File: config.mk
export PLATFORM = sky130hd
export DESIGN_NAME = aoc_ctrl
export DESIGN_NICKNAME = d
export VERILOG_FILES = /design/src/hdl/aoc_pkg.sv /design/src/hdl/aoc_ctrl.sv
export SDC_FILE = /design/constraint.sdc
export NUM_CORES = 1
export LEC_CHECK = 0
export ABC_CLOCK_PERIOD_IN_PS = 8500
export BUFFER_PORTS_ARGS = -buffer_cell sky130_fd_sc_hd__buf_2
export CAP_MARGIN = 20
export CELL_PAD_IN_SITES_DETAIL_PLACEMENT = 0
export CELL_PAD_IN_SITES_GLOBAL_PLACEMENT = 1
export CORE_MARGIN = 8
export CORE_UTILIZATION = 51
export CTS_BUF_LIST = sky130_fd_sc_hd__clkbuf_4
export CTS_CLUSTER_SIZE = 16
export DETAILED_ROUTE_END_ITERATION = 7
export PLACE_DENSITY_LB_ADDON = 0.2
export RECOVER_POWER = 25
export SKIP_LAST_GASP = 1
export SYNTH_ARGS = -nofsm -noshare
export SYNTH_HDL_FRONTEND = slang
export SYNTH_SLANG_ARGS = --single-unit
File: constraint.sdc
create_clock -name clk_in -period 8.5 [get_ports clk_in]
set_input_delay 1.7 -clock clk_in [delete_from_list [all_inputs] [get_ports clk_in]]
set_output_delay 1.7 -clock clk_in [all_outputs]
set_load 0.05 [all_outputs]
File: src/hdl/aoc_pkg.sv
// constants, register map and types for the adc output and interleave control block
//
// Overview of operation
// - ddr parallel bus, lvds default, cmos selectable
// - lvds drive current nominal or power saving
// - output mode chosen by write at 0x73
// - nap or sleep floats data, clock, over-range
// - three-level pin picks normal, sleep, nap
// - software power setting overrides the pin
// - nap exit waits relock if clock stopped
// - three codings, twos complement default, at 0x73
// - offset binary: zeros lowest, ones highest
// - twos complement inverts only the msb
// - gray: msb kept, lower bits xor neighbour
// - engine off at reset, run by command
// - track only while out-of-notch power suffices
// - exclude narrow band around odd quarter rates
// - criteria lost: hold and freeze corrections
// - criteria back: resume tracking by itself
// - full performance after one second tracking
// - ac and total power, own threshold, hysteresis
// - notch feeds estimator only, can power down
// - thresholds, status, initial corrections host accessible
package aoc_pkg;
  localparam int unsigned CLK_MHZ = 200;
  // register indices; byte address is four times the index
  localparam logic [9:0] IDX_OUT_CFG   = 10'h073;
  localparam logic [9:0] IDX_PWR_CTL   = 10'h074;
  localparam logic [9:0] IDX_ENG_CTL   = 10'h075;
  localparam logic [9:0] IDX_AC_THR    = 10'h076;
  localparam logic [9:0] IDX_TOT_THR   = 10'h077;
  localparam logic [9:0] IDX_NOTCH_THR = 10'h078;
  localparam logic [9:0] IDX_INIT_CORR = 10'h079;
  localparam logic [9:0] IDX_STATUS    = 10'h07A;
  localparam logic [9:0] IDX_LEVELS    = 10'h07B;
  localparam logic [9:0] IDX_CORR      = 10'h07C;
  localparam logic [9:0] IDX_NOTCH_LVL = 10'h07D;
  // field positions
  localparam int unsigned CFG_CODING_LSB = 0;
  localparam int unsigned CFG_CMOS_BIT   = 4;
  localparam int unsigned CFG_LOWI_BIT   = 5;
  localparam int unsigned ENG_RUN_BIT    = 0;
  localparam int unsigned ENG_NPD_BIT    = 1;
  localparam int unsigned HYST_LSB       = 16;
  // coding field values
  localparam logic [1:0] COD_OFFSET = 2'h0;
  localparam logic [1:0] COD_TWOS   = 2'h1;
  localparam logic [1:0] COD_GRAY   = 2'h2;
  // power field values
  localparam logic [1:0] PWR_NORMAL = 2'h0;
  localparam logic [1:0] PWR_NAP    = 2'h1;
  localparam logic [1:0] PWR_SLEEP  = 2'h2;
  // reset values
  localparam logic [31:0] RST_OUT_CFG   = 32'h0000_0001;
  localparam logic [31:0] RST_ENG_CTL   = 32'h0000_0000;
  localparam logic [31:0] RST_THR       = 32'h0010_0100;
  localparam logic [31:0] RST_NOTCH_THR = 32'h0000_0400;
  localparam logic [31:0] RST_INIT_CORR = 32'h0000_0000;
  // times and cycle counts
  localparam int unsigned RELOCK_US     = 52;
  localparam int unsigned RELOCK_CYC    = RELOCK_US * CLK_MHZ;
  localparam int unsigned WAKE_CYC      = 16;
  localparam int unsigned PERF_MS       = 1000;
  localparam int unsigned PERF_CYC      = PERF_MS * 1000 * CLK_MHZ;
  localparam int unsigned BRIEF_US      = 10;
  localparam int unsigned BRIEF_CYC     = BRIEF_US * CLK_MHZ;
  localparam int unsigned WIN_LOG       = 8;
  localparam logic [31:0] PERF_CYC_32   = 32'(PERF_CYC);
  typedef enum logic [1:0] {ENG_OFF, ENG_TRACK, ENG_HOLD} aoc_eng_e;
endpackage : aoc_pkg

File: src/hdl/aoc_ctrl.sv
// adc output coding, ddr output bus, power states and interleave correction control
`timescale 1ns/1ps
`default_nettype none
module aoc_ctrl #(
  parameter int unsigned RELOCK_CYCLES = aoc_pkg::RELOCK_CYC,
  parameter logic [31:0] PERF_CYCLES   = aoc_pkg::PERF_CYC_32
) (
  // clock and reset
  input  wire logic        clk_in,
  input  wire logic        rst_n_in,
  // apb slave
  input  wire logic        psel_in,
  input  wire logic        penable_in,
  input  wire logic        pwrite_in,
  input  wire logic [11:0] paddr_in,
  input  wire logic [31:0] pwdata_in,
  output logic      [31:0] prdata_out,
  output logic             pready_out,
  output logic             pslverr_out,
  // converter core samples, offset binary, same clock
  input  wire logic [11:0] sample_in,
  input  wire logic        sample_valid_in,
  input  wire logic        over_range_in,
  // three-level power pin sensed as two comparators, and clock-loss flag
  input  wire logic        power_state_select_pin_high_in,
  input  wire logic        power_state_select_pin_low_in,
  input  wire logic        clock_lost_in,
  // ddr output bus
  output logic      [5:0]  data_out,
  output logic             data_oe_n_out,
  output logic             output_data_clock_out,
  output logic             output_data_clock_oe_n_out,
  output logic             over_range_out,
  output logic             over_range_oe_n_out,
  output logic             cmos_mode_out,
  output logic             lvds_low_current_out,
  // engine corrections applied to the core
  output logic      [7:0]  corr_offset_out,
  output logic      [7:0]  corr_gain_out,
  output logic      [7:0]  corr_timing_out,
  output logic             notch_powered_out,
  output logic             perf_ok_out
);
  localparam int unsigned WL = aoc_pkg::WIN_LOG;

  logic [31:0] out_cfg_ff, eng_ctl_ff, ac_thr_ff, tot_thr_ff, notch_thr_ff, init_corr_ff;
  logic [1:0]  pwr_sw_ff;
  logic        pwr_sw_set_ff;
  logic [1:0]  pin_mode_ff;
  logic [2:0]  pin_hi_sync_ff, pin_lo_sync_ff, lost_sync_ff;
  logic [1:0]  pwr_state_ff;
  logic        lost_seen_ff;
  logic [15:0] wake_cnt_ff;
  logic        waking_ff;
  aoc_pkg::aoc_eng_e eng_ff, nxt_eng;
  logic [11:0] ac_lvl_ff, tot_lvl_ff, notch_lvl_ff;
  logic        ac_ok_ff, tot_ok_ff, notch_hot_ff;
  logic [7:0]  c_off_ff, c_gain_ff, c_tim_ff;
  logic [31:0] perf_cnt_ff;
  logic        perf_done_ff;
  logic [11:0] bad_cnt_ff;

  // apb access decode
  wire         acc      = psel_in & penable_in;
  wire         wr       = acc & pwrite_in;
  wire  [9:0]  idx      = paddr_in[11:2];
  wire         aligned  = (paddr_in[1:0] == 2'b00);
  logic        mapped;
  always_comb
  begin
    case (idx)
      aoc_pkg::IDX_OUT_CFG, aoc_pkg::IDX_PWR_CTL, aoc_pkg::IDX_ENG_CTL,
      aoc_pkg::IDX_AC_THR, aoc_pkg::IDX_TOT_THR, aoc_pkg::IDX_NOTCH_THR,
      aoc_pkg::IDX_INIT_CORR, aoc_pkg::IDX_STATUS, aoc_pkg::IDX_LEVELS,
      aoc_pkg::IDX_CORR, aoc_pkg::IDX_NOTCH_LVL: mapped = aligned;
      default:                                   mapped = 1'b0;
    endcase
  end
  wire wr_ok = wr & mapped;

  // writable registers
  always_ff @(posedge clk_in or negedge rst_n_in)
  begin
    if (!rst_n_in)
    begin
      out_cfg_ff   <= aoc_pkg::RST_OUT_CFG;
      eng_ctl_ff   <= aoc_pkg::RST_ENG_CTL;
      ac_thr_ff    <= aoc_pkg::RST_THR;
      tot_thr_ff   <= aoc_pkg::RST_THR;
      notch_thr_ff <= aoc_pkg::RST_NOTCH_THR;
      init_corr_ff <= aoc_pkg::RST_INIT_CORR;
    end
    else if (wr_ok)
    begin
      case (idx)
        aoc_pkg::IDX_OUT_CFG:   out_cfg_ff   <= pwdata_in & 32'h0000_0033;
        aoc_pkg::IDX_ENG_CTL:   eng_ctl_ff   <= pwdata_in & 32'h0000_0003;
        aoc_pkg::IDX_AC_THR:    ac_thr_ff    <= pwdata_in & 32'h0FFF_0FFF;
        aoc_pkg::IDX_TOT_THR:   tot_thr_ff   <= pwdata_in & 32'h0FFF_0FFF;
        aoc_pkg::IDX_NOTCH_THR: notch_thr_ff <= pwdata_in & 32'h0000_0FFF;
        aoc_pkg::IDX_INIT_CORR: init_corr_ff <= pwdata_in & 32'h00FF_FFFF;
        default:                ;
      endcase
    end
  end

  // software power setting; once written it owns the power state
  always_ff @(posedge clk_in or negedge rst_n_in)
  begin
    if (!rst_n_in)
    begin
      pwr_sw_ff     <= aoc_pkg::PWR_NORMAL;
      pwr_sw_set_ff <= 1'b0;
    end
    else if (wr_ok && idx == aoc_pkg::IDX_PWR_CTL)
    begin
      pwr_sw_ff     <= (pwdata_in[1:0] == 2'b11) ? aoc_pkg::PWR_NORMAL : pwdata_in[1:0];
      pwr_sw_set_ff <= 1'b1;
    end
  end

  // pin synchronisers: stage 0 only feeds stage 1
  always_ff @(posedge clk_in or negedge rst_n_in)
  begin
    if (!rst_n_in)
    begin
      pin_hi_sync_ff <= 3'b000;
      pin_lo_sync_ff <= 3'b111;
      lost_sync_ff   <= 3'b000;
    end
    else
    begin
      pin_hi_sync_ff <= {pin_hi_sync_ff[1:0], power_state_select_pin_high_in};
      pin_lo_sync_ff <= {pin_lo_sync_ff[1:0], power_state_select_pin_low_in};
      lost_sync_ff   <= {lost_sync_ff[1:0], clock_lost_in};
    end
  end

  // low gives normal, high gives nap, neither (floating) gives sleep
  always_ff @(posedge clk_in or negedge rst_n_in)
  begin
    if (!rst_n_in)
      pin_mode_ff <= aoc_pkg::PWR_NORMAL;
    else if (pin_hi_sync_ff[1] == pin_hi_sync_ff[2] && pin_lo_sync_ff[1] == pin_lo_sync_ff[2])
    begin
      if (pin_lo_sync_ff[2])
        pin_mode_ff <= aoc_pkg::PWR_NORMAL;
      else if (pin_hi_sync_ff[2])
        pin_mode_ff <= aoc_pkg::PWR_NAP;
      else
        pin_mode_ff <= aoc_pkg::PWR_SLEEP;
    end
  end

  wire [1:0] want_pwr = pwr_sw_set_ff ? pwr_sw_ff : pin_mode_ff;
  wire       lost_st  = lost_sync_ff[1] & lost_sync_ff[2];

  // power state with wake-up delay; a stopped clock in nap means dll relock
  always_ff @(posedge clk_in or negedge rst_n_in)
  begin
    if (!rst_n_in)
    begin
      pwr_state_ff <= aoc_pkg::PWR_NORMAL;
      lost_seen_ff <= 1'b0;
      wake_cnt_ff  <= 16'h0000;
      waking_ff    <= 1'b0;
    end
    else
    begin
      if (want_pwr != aoc_pkg::PWR_NORMAL)
      begin
        pwr_state_ff <= want_pwr;
        waking_ff    <= 1'b0;
        if (want_pwr == aoc_pkg::PWR_NAP && lost_st)
          lost_seen_ff <= 1'b1;
      end
      else if (pwr_state_ff != aoc_pkg::PWR_NORMAL && !waking_ff)
      begin
        waking_ff   <= 1'b1;
        wake_cnt_ff <= (pwr_state_ff == aoc_pkg::PWR_NAP && lost_seen_ff)
                       ? 16'(RELOCK_CYCLES - 1) : 16'(aoc_pkg::WAKE_CYC - 1);
      end
      else if (waking_ff)
      begin
        if (wake_cnt_ff == 16'h0000)
        begin
          waking_ff    <= 1'b0;
          pwr_state_ff <= aoc_pkg::PWR_NORMAL;
          lost_seen_ff <= 1'b0;
        end
        else
          wake_cnt_ff <= wake_cnt_ff - 16'h0001;
      end
    end
  end

  wire active = (pwr_state_ff == aoc_pkg::PWR_NORMAL);

  // output coding from offset binary
  logic [11:0] coded;
  always_comb
  begin
    case (out_cfg_ff[aoc_pkg::CFG_CODING_LSB +: 2])
      aoc_pkg::COD_OFFSET: coded = sample_in;
      aoc_pkg::COD_GRAY:   coded = sample_in ^ {1'b0, sample_in[11:1]};
      default:             coded = {~sample_in[11], sample_in[10:0]};
    endcase
  end

  // ddr bus: clock toggles each cycle, high half word while clock low, low half while high
  logic [11:0] word_ff;
  logic        clk_ph_ff, or_ff;
  always_ff @(posedge clk_in or negedge rst_n_in)
  begin
    if (!rst_n_in)
    begin
      word_ff   <= 12'h000;
      or_ff     <= 1'b0;
      clk_ph_ff <= 1'b0;
    end
    else
    begin
      clk_ph_ff <= ~clk_ph_ff;
      if (sample_valid_in)
      begin
        word_ff <= coded;
        or_ff   <= over_range_in;
      end
    end
  end

  always_ff @(posedge clk_in or negedge rst_n_in)
  begin
    if (!rst_n_in)
    begin
      data_out                   <= 6'h00;
      data_oe_n_out              <= 1'b1;
      output_data_clock_out      <= 1'b0;
      output_data_clock_oe_n_out <= 1'b1;
      over_range_out             <= 1'b0;
      over_range_oe_n_out        <= 1'b1;
      cmos_mode_out              <= 1'b0;
      lvds_low_current_out       <= 1'b0;
    end
    else
    begin
      data_out                   <= clk_ph_ff ? word_ff[5:0] : word_ff[11:6];
      output_data_clock_out      <= clk_ph_ff;
      over_range_out             <= or_ff;
      data_oe_n_out              <= ~active;
      output_data_clock_oe_n_out <= ~active;
      over_range_oe_n_out        <= ~active;
      cmos_mode_out              <= out_cfg_ff[aoc_pkg::CFG_CMOS_BIT];
      lvds_low_current_out       <= out_cfg_ff[aoc_pkg::CFG_LOWI_BIT];
    end
  end

  // estimator path: signed samples, notch y = (x + x[n-2]) / 2 nulls odd quarter rates
  wire signed [11:0] xs = {~sample_in[11], sample_in[10:0]};
  logic signed [11:0] xz1_ff, xz2_ff, yz_ff;
  wire  notch_on = ~eng_ctl_ff[aoc_pkg::ENG_NPD_BIT];
  wire  signed [12:0] nsum  = 13'(xs) + 13'(xz2_ff);
  wire  signed [12:0] ndif  = 13'(xs) - 13'(xz2_ff);
  wire  signed [11:0] y     = notch_on ? 12'(nsum >>> 1) : xs;
  wire  [11:0]        nmag  = ndif[12] ? 12'((-ndif) >> 1) : 12'(ndif >> 1);
  wire  [11:0]        ymag  = y[11] ? 12'(-y) : 12'(y);
  wire  signed [12:0] ydif  = 13'(y) - 13'(yz_ff);
  wire  [11:0]        dmag  = ydif[12] ? 12'((-ydif) >> 1) : 12'(ydif >> 1);
  logic signed [11:0] mean_ff;
  wire  signed [12:0] acd   = 13'(y) - 13'(mean_ff);
  wire  [11:0]        acmag = acd[12] ? 12'((-acd) >> 1) : 12'(acd >> 1);

  logic [WL-1:0]      win_ff;
  logic [19:0]        ac_acc_ff, tot_acc_ff, n_acc_ff;
  logic signed [19:0] mean_acc_ff, off_acc_ff, gain_acc_ff, tim_acc_ff;
  logic               par_ff;
  wire                win_end = sample_valid_in & (&win_ff);
  wire                tracking = (eng_ff == aoc_pkg::ENG_TRACK);

  // power meter and mismatch statistics, windowed over 2^WL samples
  always_ff @(posedge clk_in or negedge rst_n_in)
  begin
    if (!rst_n_in)
    begin
      xz1_ff <= 12'sh000; xz2_ff <= 12'sh000; yz_ff <= 12'sh000; mean_ff <= 12'sh000;
      win_ff <= '0; par_ff <= 1'b0;
      ac_acc_ff <= 20'h0_0000; tot_acc_ff <= 20'h0_0000; n_acc_ff <= 20'h0_0000;
      mean_acc_ff <= 20'sh0_0000; off_acc_ff <= 20'sh0_0000;
      gain_acc_ff <= 20'sh0_0000; tim_acc_ff <= 20'sh0_0000;
      ac_lvl_ff <= 12'h000; tot_lvl_ff <= 12'h000; notch_lvl_ff <= 12'h000;
    end
    else if (sample_valid_in)
    begin
      xz1_ff <= xs;
      xz2_ff <= xz1_ff;
      yz_ff  <= y;
      par_ff <= ~par_ff;
      win_ff <= win_ff + 1'b1;
      if (win_end)
      begin
        ac_lvl_ff    <= 12'((ac_acc_ff + 20'(acmag)) >> WL);
        tot_lvl_ff   <= 12'((tot_acc_ff + 20'(ymag)) >> WL);
        notch_lvl_ff <= notch_on ? 12'((n_acc_ff + 20'(nmag)) >> WL) : 12'h000;
        mean_ff      <= 12'((mean_acc_ff + 20'(y)) >>> WL);
        ac_acc_ff <= 20'h0_0000; tot_acc_ff <= 20'h0_0000; n_acc_ff <= 20'h0_0000;
        mean_acc_ff <= 20'sh0_0000; off_acc_ff <= 20'sh0_0000;
        gain_acc_ff <= 20'sh0_0000; tim_acc_ff <= 20'sh0_0000;
      end
      else
      begin
        ac_acc_ff   <= ac_acc_ff + 20'(acmag);
        tot_acc_ff  <= tot_acc_ff + 20'(ymag);
        n_acc_ff    <= n_acc_ff + 20'(nmag);
        mean_acc_ff <= mean_acc_ff + 20'(y);
        // even core minus odd core
        off_acc_ff  <= par_ff ? off_acc_ff - 20'(y) : off_acc_ff + 20'(y);
        gain_acc_ff <= par_ff ? gain_acc_ff - 20'(ymag) : gain_acc_ff + 20'(ymag);
        tim_acc_ff  <= par_ff ? tim_acc_ff - 20'(dmag) : tim_acc_ff + 20'(dmag);
      end
    end
  end

  // threshold compare with hysteresis: set at or above threshold, clear below threshold - hyst
  function automatic logic meter_ok(input logic old, input logic [11:0] lvl,
                                    input logic [31:0] thr);
    logic [12:0] low;
    low = 13'(thr[11:0]) - 13'(thr[aoc_pkg::HYST_LSB +: 12]);
    if (13'(lvl) >= 13'(thr[11:0]))
      meter_ok = 1'b1;
    else if (low[12] || 13'(lvl) < low)
      meter_ok = 1'b0;
    else
      meter_ok = old;
  endfunction : meter_ok

  always_ff @(posedge clk_in or negedge rst_n_in)
  begin
    if (!rst_n_in)
    begin
      ac_ok_ff     <= 1'b0;
      tot_ok_ff    <= 1'b0;
      notch_hot_ff <= 1'b0;
    end
    else
    begin
      ac_ok_ff     <= meter_ok(ac_ok_ff, ac_lvl_ff, ac_thr_ff);
      tot_ok_ff    <= meter_ok(tot_ok_ff, tot_lvl_ff, tot_thr_ff);
      notch_hot_ff <= notch_lvl_ff >= notch_thr_ff[11:0];
    end
  end

  // brief criteria loss is ridden through before hold
  wire criteria = ac_ok_ff & tot_ok_ff;
  always_ff @(posedge clk_in or negedge rst_n_in)
  begin
    if (!rst_n_in)
      bad_cnt_ff <= 12'h000;
    else if (criteria || !tracking)
      bad_cnt_ff <= 12'h000;
    else if (bad_cnt_ff != 12'(aoc_pkg::BRIEF_CYC))
      bad_cnt_ff <= bad_cnt_ff + 12'h001;
  end

  always_comb
  begin
    nxt_eng = eng_ff;
    case (eng_ff)
      aoc_pkg::ENG_OFF:   if (eng_ctl_ff[aoc_pkg::ENG_RUN_BIT])
                            nxt_eng = criteria ? aoc_pkg::ENG_TRACK : aoc_pkg::ENG_HOLD;
      aoc_pkg::ENG_TRACK: if (bad_cnt_ff == 12'(aoc_pkg::BRIEF_CYC))
                            nxt_eng = aoc_pkg::ENG_HOLD;
      aoc_pkg::ENG_HOLD:  if (criteria)
                            nxt_eng = aoc_pkg::ENG_TRACK;
      default:            nxt_eng = aoc_pkg::ENG_OFF;
    endcase
    if (!eng_ctl_ff[aoc_pkg::ENG_RUN_BIT])
      nxt_eng = aoc_pkg::ENG_OFF;
  end

  always_ff @(posedge clk_in or negedge rst_n_in)
  begin
    if (!rst_n_in)
      eng_ff <= aoc_pkg::ENG_OFF;
    else
      eng_ff <= nxt_eng;
  end

  // one signed step toward balance per window, saturating
  function automatic logic [7:0] nudge(input logic [7:0] c, input logic signed [19:0] a);
    if (a > 20'sd0 && c != 8'h7F)
      nudge = c + 8'h01;
    else if (a < 20'sd0 && c != 8'h80)
      nudge = c - 8'h01;
    else
      nudge = c;
  endfunction : nudge

  // corrections load on start, move only while tracking, freeze in hold
  always_ff @(posedge clk_in or negedge rst_n_in)
  begin
    if (!rst_n_in)
    begin
      c_off_ff  <= 8'h00;
      c_gain_ff <= 8'h00;
      c_tim_ff  <= 8'h00;
    end
    else if (eng_ff == aoc_pkg::ENG_OFF)
    begin
      c_off_ff  <= init_corr_ff[7:0];
      c_gain_ff <= init_corr_ff[15:8];
      c_tim_ff  <= init_corr_ff[23:16];
    end
    else if (tracking && win_end)
    begin
      c_off_ff  <= nudge(c_off_ff, off_acc_ff);
      c_gain_ff <= nudge(c_gain_ff, gain_acc_ff);
      c_tim_ff  <= nudge(c_tim_ff, tim_acc_ff);
    end
  end

  // cumulative track time since reset; performance holds only while tracking
  always_ff @(posedge clk_in or negedge rst_n_in)
  begin
    if (!rst_n_in)
    begin
      perf_cnt_ff  <= 32'h0000_0000;
      perf_done_ff <= 1'b0;
    end
    else if (tracking && !perf_done_ff)
    begin
      perf_cnt_ff <= perf_cnt_ff + 32'h0000_0001;
      if (perf_cnt_ff == PERF_CYCLES - 32'h0000_0001)
        perf_done_ff <= 1'b1;
    end
  end

  always_ff @(posedge clk_in or negedge rst_n_in)
  begin
    if (!rst_n_in)
    begin
      corr_offset_out   <= 8'h00;
      corr_gain_out     <= 8'h00;
      corr_timing_out   <= 8'h00;
      notch_powered_out <= 1'b0;
      perf_ok_out       <= 1'b0;
    end
    else
    begin
      corr_offset_out   <= c_off_ff;
      corr_gain_out     <= c_gain_ff;
      corr_timing_out   <= c_tim_ff;
      notch_powered_out <= notch_on;
      perf_ok_out       <= perf_done_ff & tracking;
    end
  end

  // read mux
  logic [1:0]  eng_code;
  logic [31:0] rdata;
  always_comb
  begin
    case (eng_ff)
      aoc_pkg::ENG_TRACK: eng_code = 2'h1;
      aoc_pkg::ENG_HOLD:  eng_code = 2'h2;
      default:            eng_code = 2'h0;
    endcase
    case (idx)
      aoc_pkg::IDX_OUT_CFG:   rdata = out_cfg_ff;
      aoc_pkg::IDX_PWR_CTL:   rdata = {29'h0000_0000, pwr_sw_set_ff, pwr_sw_ff};
      aoc_pkg::IDX_ENG_CTL:   rdata = eng_ctl_ff;
      aoc_pkg::IDX_AC_THR:    rdata = ac_thr_ff;
      aoc_pkg::IDX_TOT_THR:   rdata = tot_thr_ff;
      aoc_pkg::IDX_NOTCH_THR: rdata = notch_thr_ff;
      aoc_pkg::IDX_INIT_CORR: rdata = init_corr_ff;
      aoc_pkg::IDX_STATUS:    rdata = {23'h00_0000, waking_ff, pwr_state_ff,
                                       perf_done_ff & tracking, notch_hot_ff,
                                       tot_ok_ff, ac_ok_ff, eng_code};
      aoc_pkg::IDX_LEVELS:    rdata = {4'h0, tot_lvl_ff, 4'h0, ac_lvl_ff};
      aoc_pkg::IDX_CORR:      rdata = {8'h00, c_tim_ff, c_gain_ff, c_off_ff};
      aoc_pkg::IDX_NOTCH_LVL: rdata = {20'h0_0000, notch_lvl_ff};
      default:                rdata = 32'h0000_0000;
    endcase
    if (!aligned)
      rdata = 32'h0000_0000;
  end

  // zero-wait slave: answer registered during setup, valid in the access cycle
  always_ff @(posedge clk_in or negedge rst_n_in)
  begin
    if (!rst_n_in)
    begin
      prdata_out  <= 32'h0000_0000;
      pready_out  <= 1'b0;
      pslverr_out <= 1'b0;
    end
    else
    begin
      pready_out  <= psel_in & ~penable_in;
      pslverr_out <= psel_in & ~penable_in & ~mapped;
      prdata_out  <= (psel_in & ~penable_in & ~pwrite_in) ? rdata : 32'h0000_0000;
    end
  end
endmodule : aoc_ctrl
`default_nettype wire

Yosys cells after proc, flatten, opt, wreduce, memory -nomap -nowiden
Cells that the tools add are included.

word-level totals
  flip-flop bits (word level) = 516
  bits of input ports = 66

cells by class
  muxes and demuxes = 67
  equality and inequality tests = 33
  bitwise operators = 20
  add/sub/neg operators = 30
  order comparisons = 11
  reduce and logical (&&, ||, !) cells = 53

operator list
  kind                                                                              count
  28-bit case mux with 11 select lines                                              1
  20-bit 2-to-1 mux                                                                 10
  20-bit by 12-bit adder with 20-bit output                                         7
  10-bit by 7-bit equality test with 1-bit output, second input constant            11
  12-bit 2-to-1 mux                                                                 8
  8-bit 2-to-1 mux                                                                  12
  12-bit by 12-bit subtractor with 13-bit output                                    5
  32-bit 2-to-1 mux                                                                 2
  20-bit by 1-bit greater-than comparator with 1-bit output, second input constant  3
  20-bit by 1-bit less-than comparator with 1-bit output, second input constant     3
  20-bit by 12-bit subtractor with 20-bit output                                    3
  16-bit 2-to-1 mux                                                                 3
  13-bit negator                                                                    3
  12-bit >= comparator                                                              3
  32-bit by 1-bit adder with 32-bit output, second input constant                   1
  8-bit by 1-bit adder with 8-bit output, second input constant                     4
  32-bit by 28-bit equality test with 1-bit output, second input constant           1
  12-bit by 13-bit less-than comparator with 1-bit output                           2
  2-bit 2-to-1 mux                                                                  12
  8-bit by 7-bit != test with 1-bit output, second input constant                   3
  8-bit != test, second input constant                                              3
  12-bit case mux with 2 select lines                                               1
  2-bit AND reduction                                                               12
  8-bit by 1-bit subtractor with 8-bit output, second input constant                3
  other kinds (32)                                                                  98

Depth between registers and ports, before layout
  depth in word-level cells = 9
  depth in mapped cells = 34

Least setup slack after synthesis
OpenSTA, ideal clock, no wires.

  path type = input port to flip-flop
  from = input port sample_in[6]
  to = register tim_acc_ff[19]
  arrival = 7.983 ns
  setup slack = 0.396 ns
  data required time = 8.379 ns
  stages = 32
  setup time = 0.121 ns
  buffers on the path = 2
  path through = ha_1 buf_2 nor2_1 a211oi_1 or2_1 a2111oi_0 o31a_1 o31ai_1 inv_1 ha_1 nand2_1 o2bb2ai_1 a31o_2 buf_1 nor2_1 xnor2_1 ha_1 nor2_1 a21oi_1 inv_1 ha_1 nor2b_1 o31a_1 nor3_1 o31a_1 a211o_1 o2111ai_1 a41o_1 o41ai_1 xnor2_1 o21ai_1 a22o_1

on the way
  cells in the longest elaborated chain, start to end = 8

RTL lines
  item                                                                                                         RTL line         text
  start, declared                                                                                              aoc_ctrl.sv:21   input wire logic [11:0] sample_in,
  12-bit by 12-bit adder with 13-bit output (*)                                                                aoc_ctrl.sv:262  wire signed [12:0] nsum = 13'(xs) + 13'(xz2_ff);
  12-bit 2-to-1 mux (*)                                                                                        aoc_ctrl.sv:264  wire signed [11:0] y = notch_on ? 12'(nsum >>> 1) : xs;
  net y[10]                                                                                                    aoc_ctrl.sv:264
  12-bit by 12-bit subtractor with 13-bit output (*)                                                           aoc_ctrl.sv:267  wire signed [12:0] ydif = 13'(y) - 13'(yz_ff);
  13-bit negator                                                                                               aoc_ctrl.sv:268  wire [11:0] dmag = ydif[12] ? 12'((-ydif) >> 1) : 12'(ydif >> 1);
  12-bit 2-to-1 mux (*)                                                                                        aoc_ctrl.sv:268
  20-bit by 12-bit adder with 20-bit output or 20-bit by 12-bit subtractor with 20-bit output (tied branches)  aoc_ctrl.sv:318  tim_acc_ff <= par_ff ? tim_acc_ff - 20'(dmag) : tim_acc_ff + 20'(dmag);
  20-bit 2-to-1 mux (*)                                                                                        aoc_ctrl.sv:318
  20-bit 2-to-1 mux (*)                                                                                        aoc_ctrl.sv:299  if (win_end)
  end signal, assigned                                                                                         aoc_ctrl.sv:318
  end, declared                                                                                                aoc_ctrl.sv:275  logic signed [19:0] mean_acc_ff, off_acc_ff, gain_acc_ff, tim_acc_ff;

The timed path passes the listed nets; every way through them passes the cells marked *.
A chain may end at the register's enable or synchronous reset.

Worst setup path after layout
  from = input port sample_in[3]
  to = register tim_acc_ff[19]

Same word-level chain as after synthesis.

==> results.json <==
{
  "syn_inst": 3581,
  "synthMuxAreaShare_pct": 2.591,
  "drv_cap": 2,
  "cpPeakStageDelay_ns": 0.46,
  "io_pins": 139,
  "yosys-top-cells-area": "dfrtp_1 38%, ha_1 10%, xnor2_1 5.1%",
  "cts_buffers": 149,
  "cts_hold_buf": 0,
  "synth_edf_count": 0,
  "worst-setup-path-type": "primary input to register",
  "syn-mean-instance-area_um2": 9.251,
  "grt_max_degree": 159,
  "io_buffer_count": 130,
  "drcViolationCount": 0,
  "synth_compound_area_share_pct": 19.92,
  "dieHeight_um": 270.9,
  "rsz0062_at_grt": "false",
  "cts_resized": 0,
  "hp-class": "register to register",
  "synthFlopType": "dfrtp_1",
  "grt_pass1_wl_um": 147300,
  "cts_max_path_buffers": 3,
  "worst_slew_pin_slew_ns": 6.074,
  "ys_seq_elements": 512,
  "end_kind": "register",
  "routed_wl_um": 89890,
  "syn_to_final_growth_pct": 11.67,
  "ys_seq_area_share_pct": 38.71,
  "first_pass_iters": 7,
  "cp_max_fo": 8,
  "reg2reg_slack_ns": 1.36,
  "drv_slew": 190,
  "timing.rr.end": "tim_acc_ff[19]$_DFFE_PN0P_",
  "synth_top_area_share_pct": 37.92,
  "die-area_um2": 73370,
  "detailed_place_hpwl_um": 64000,
  "core_region_area_um2": 64350,
  "leakagePower_nw": 17.50,
  "drive_gt1_share_pct": 15.40,
  "finalSetupTns_ns": 0,
  "cp_slowest_cell": "a211oi_1",
  "fin_util_pct": 57.49,
  "via_per_inst": 5.776,
  "required_ns": 9.36,
  "fill_cells": 5809,
  "powerDensity_nw_per_um2": 356.8,
  "ant_nets": 0,
  "period_share_pct": 89.57,
  "cpMostUsedCell": "ha_1",
  "timing.rr.start": "xz2_ff[1]$_DFFE_PN0P_",
  "grt_pass1_vias": 28330,
  "async_reset_ff_share_pct": 100.0,
  "post_cts_buffers": 0,
  "clk_pin_slew_ns": 0.06,
  "clkSinkCount": 512,
  "period_needed_ns": 7.614,
  "status": "finished, violations left",
  "drt_iter0_drc": 2095,
  "rows": 93,
  "fmax_mhz": 131.3,
  "synth_area_um2": 33130,
  "mostFrequentLayoutCells": "502 x dfrtp_1, 349 x nand2_1, 283 x o21ai_0, 272 x ha_1, 243 x nor2_1",
  "synth_top_family_by_area": "compound AO/OA/AOI/OAI gates",
  "arrival_ns": 8.48,
  "yosys.area_share.simple_pct": 15.41,
  "hold_depth": 0,
  "cts_tree": "built",
  "wl_per_cell_um": 18.71,
  "synthAdderAreaFrac_pct": 11.24,
  "grt_use_total_pct": 24.30,
  "slew_headroom_pct": -305.0,
  "synth_top_cell_by_area": "dfrtp_1",
  "nNetsFinal": 4175,
  "routabilityCongestion": 0.8921,
  "clk_latency_ns": 1.00,
  "cts-root-buf": "clkbuf_4",
  "hold_viol_final": 0,
  "gr-total-overflow": 0,
  "synthXorXnorAreaFrac_pct": 7.629,
  "ys.warnings.count": 0,
  "violations": "capacitance limit, slew limit",
  "final_common_cell": "dfrtp_1",
  "initial_core_util_pct": 51.48,
  "ir_drop_uv": 509.2,
  "start_kind": "primary input",
  "min_to": "pin_hi_sync_ff[1]$_DFF_PN0_",
  "die_x_um": 270.9,
  "skew_ns": 0.05871,
  "grt_antenna_before_repair": 4,
  "htreeDepth": 4,
  "hp-start": "pin_hi_sync_ff[0]$_DFF_PN0_",
  "setup_violations": 0,
  "num_vias": 27750,
  "ys_types": 110,
  "r2r_cells": 32
}
-- synth_stat cells (38+ instances only) --
cell type    n
a21o_1      56
xnor2_1    192
nor2_1     246
and3_1      41
o31ai_1     38
xor2_1      91
clkbuf_1   104
dfrtp_1    502
a31oi_1     42
o21ai_0    283
nand3_1     67
a21oi_1    208
nor2b_1     46
inv_1      232
ha_1       272
a22o_1      57
mux2_2      64
or3_1       46
nand2_1    350
nor3_1      70
nand2b_1    48
-- metrics by stage --
stage	worst slack (ns)	instance area (µm²)	cells	hold WS, ns	total power, mW
2_1_floorplan	0.3960	33140	3584	0.3312	8.994
3_3_place_gp	0.1048	35060	4523	0.3329	10.52
3_5_place_dp	0.05907	35060	4523	0.3356	10.80
4_1_cts	1.112	36970	4794	0.3495	13.26
5_1_grt	0.3182	36990	4803	0.3534	14.39
6_report	0.8863	37000	4804	0.3459	13.20
-- worst max path at each step --
stage / startpoint / end / slack [ns] / cells after the start
final: sample_in[3] / tim_acc_ff[19]$_DFFE_PN0P_ / 0.89 / 32
after global routing: sample_in[3] / ac_acc_ff[18]$_DFFE_PN0P_ / 0.32 / 30
after CTS: sample_in[3] / tim_acc_ff[18]$_DFFE_PN0P_ / 1.11 / 32
after detailed placement: sample_in[3] / tim_acc_ff[18]$_DFFE_PN0P_ / 0.06 / 32
after global placement: sample_in[3] / tim_acc_ff[18]$_DFFE_PN0P_ / 0.10 / 33
after floorplan: sample_in[6] / tim_acc_ff[19]$_DFFE_PN0P_ / 0.40 / 32
-- layer usage --
layer	vias to the layer above	track usage (%)	wire [µm]
met3	222	4.208	4264
met2	670	40.28	42420
li1	13410	-	-
met4	2	10.81	3388
met1	13450	30.94	39810
met5	-	0	8
-- logic make-up after synthesis --
group | count (synthesis)
AO/OA/AOI/OAI | 986
other | 1
XOR/XNOR | 286
AND/OR/NAND/NOR | 1058
multiplexers | 76
buffers and inverters | 374
adder cells (fa/ha/maj) | 288
flip-flops | 512
-- area by class of cell --
cell class	count	area (µm²)	area share [%]
Clock buffer	219	1644	4.444
Timing Repair Buffer	225	1389	3.754
Inverter	235	884.6	2.391
Tap cell	855	1070	2.892
Antenna cell	8	20.02	0.05411
Sequential cell	512	12820	34.66
Multi-Input combinational cell	2698	18900	51.08
Clock inverter	52	267.8	0.7237
-- report_power, final --
group / switching (mW) / total (mW) / internal [mW]
clock: 1.13 / 2.37 / 1.25
sequential: 0.332 / 3.19 / 2.86
combinational: 4.19 / 7.64 / 3.45
total: 5.65 / 13.2 / 7.56
-- registers in the layout, indices dropped and copies added, names as in the netlist, 24 cells and up --
register      count
perf_cnt_ff      32
prdata_out       28
ac_thr_ff        24
init_corr_ff     24
tot_thr_ff       24
-- worst max-delay path: cells and delay by family --
family	cells	cell delay [ns]
AOI/OAI and AO/OA	16	3.94
xor gates and xnor gates	2	0.35
and+or+nand+nor	6	0.65
buffers and inverters	4	0.52
adders and majority gates	4	1.32
No activity file was read; power rests on OpenSTA's default activity.
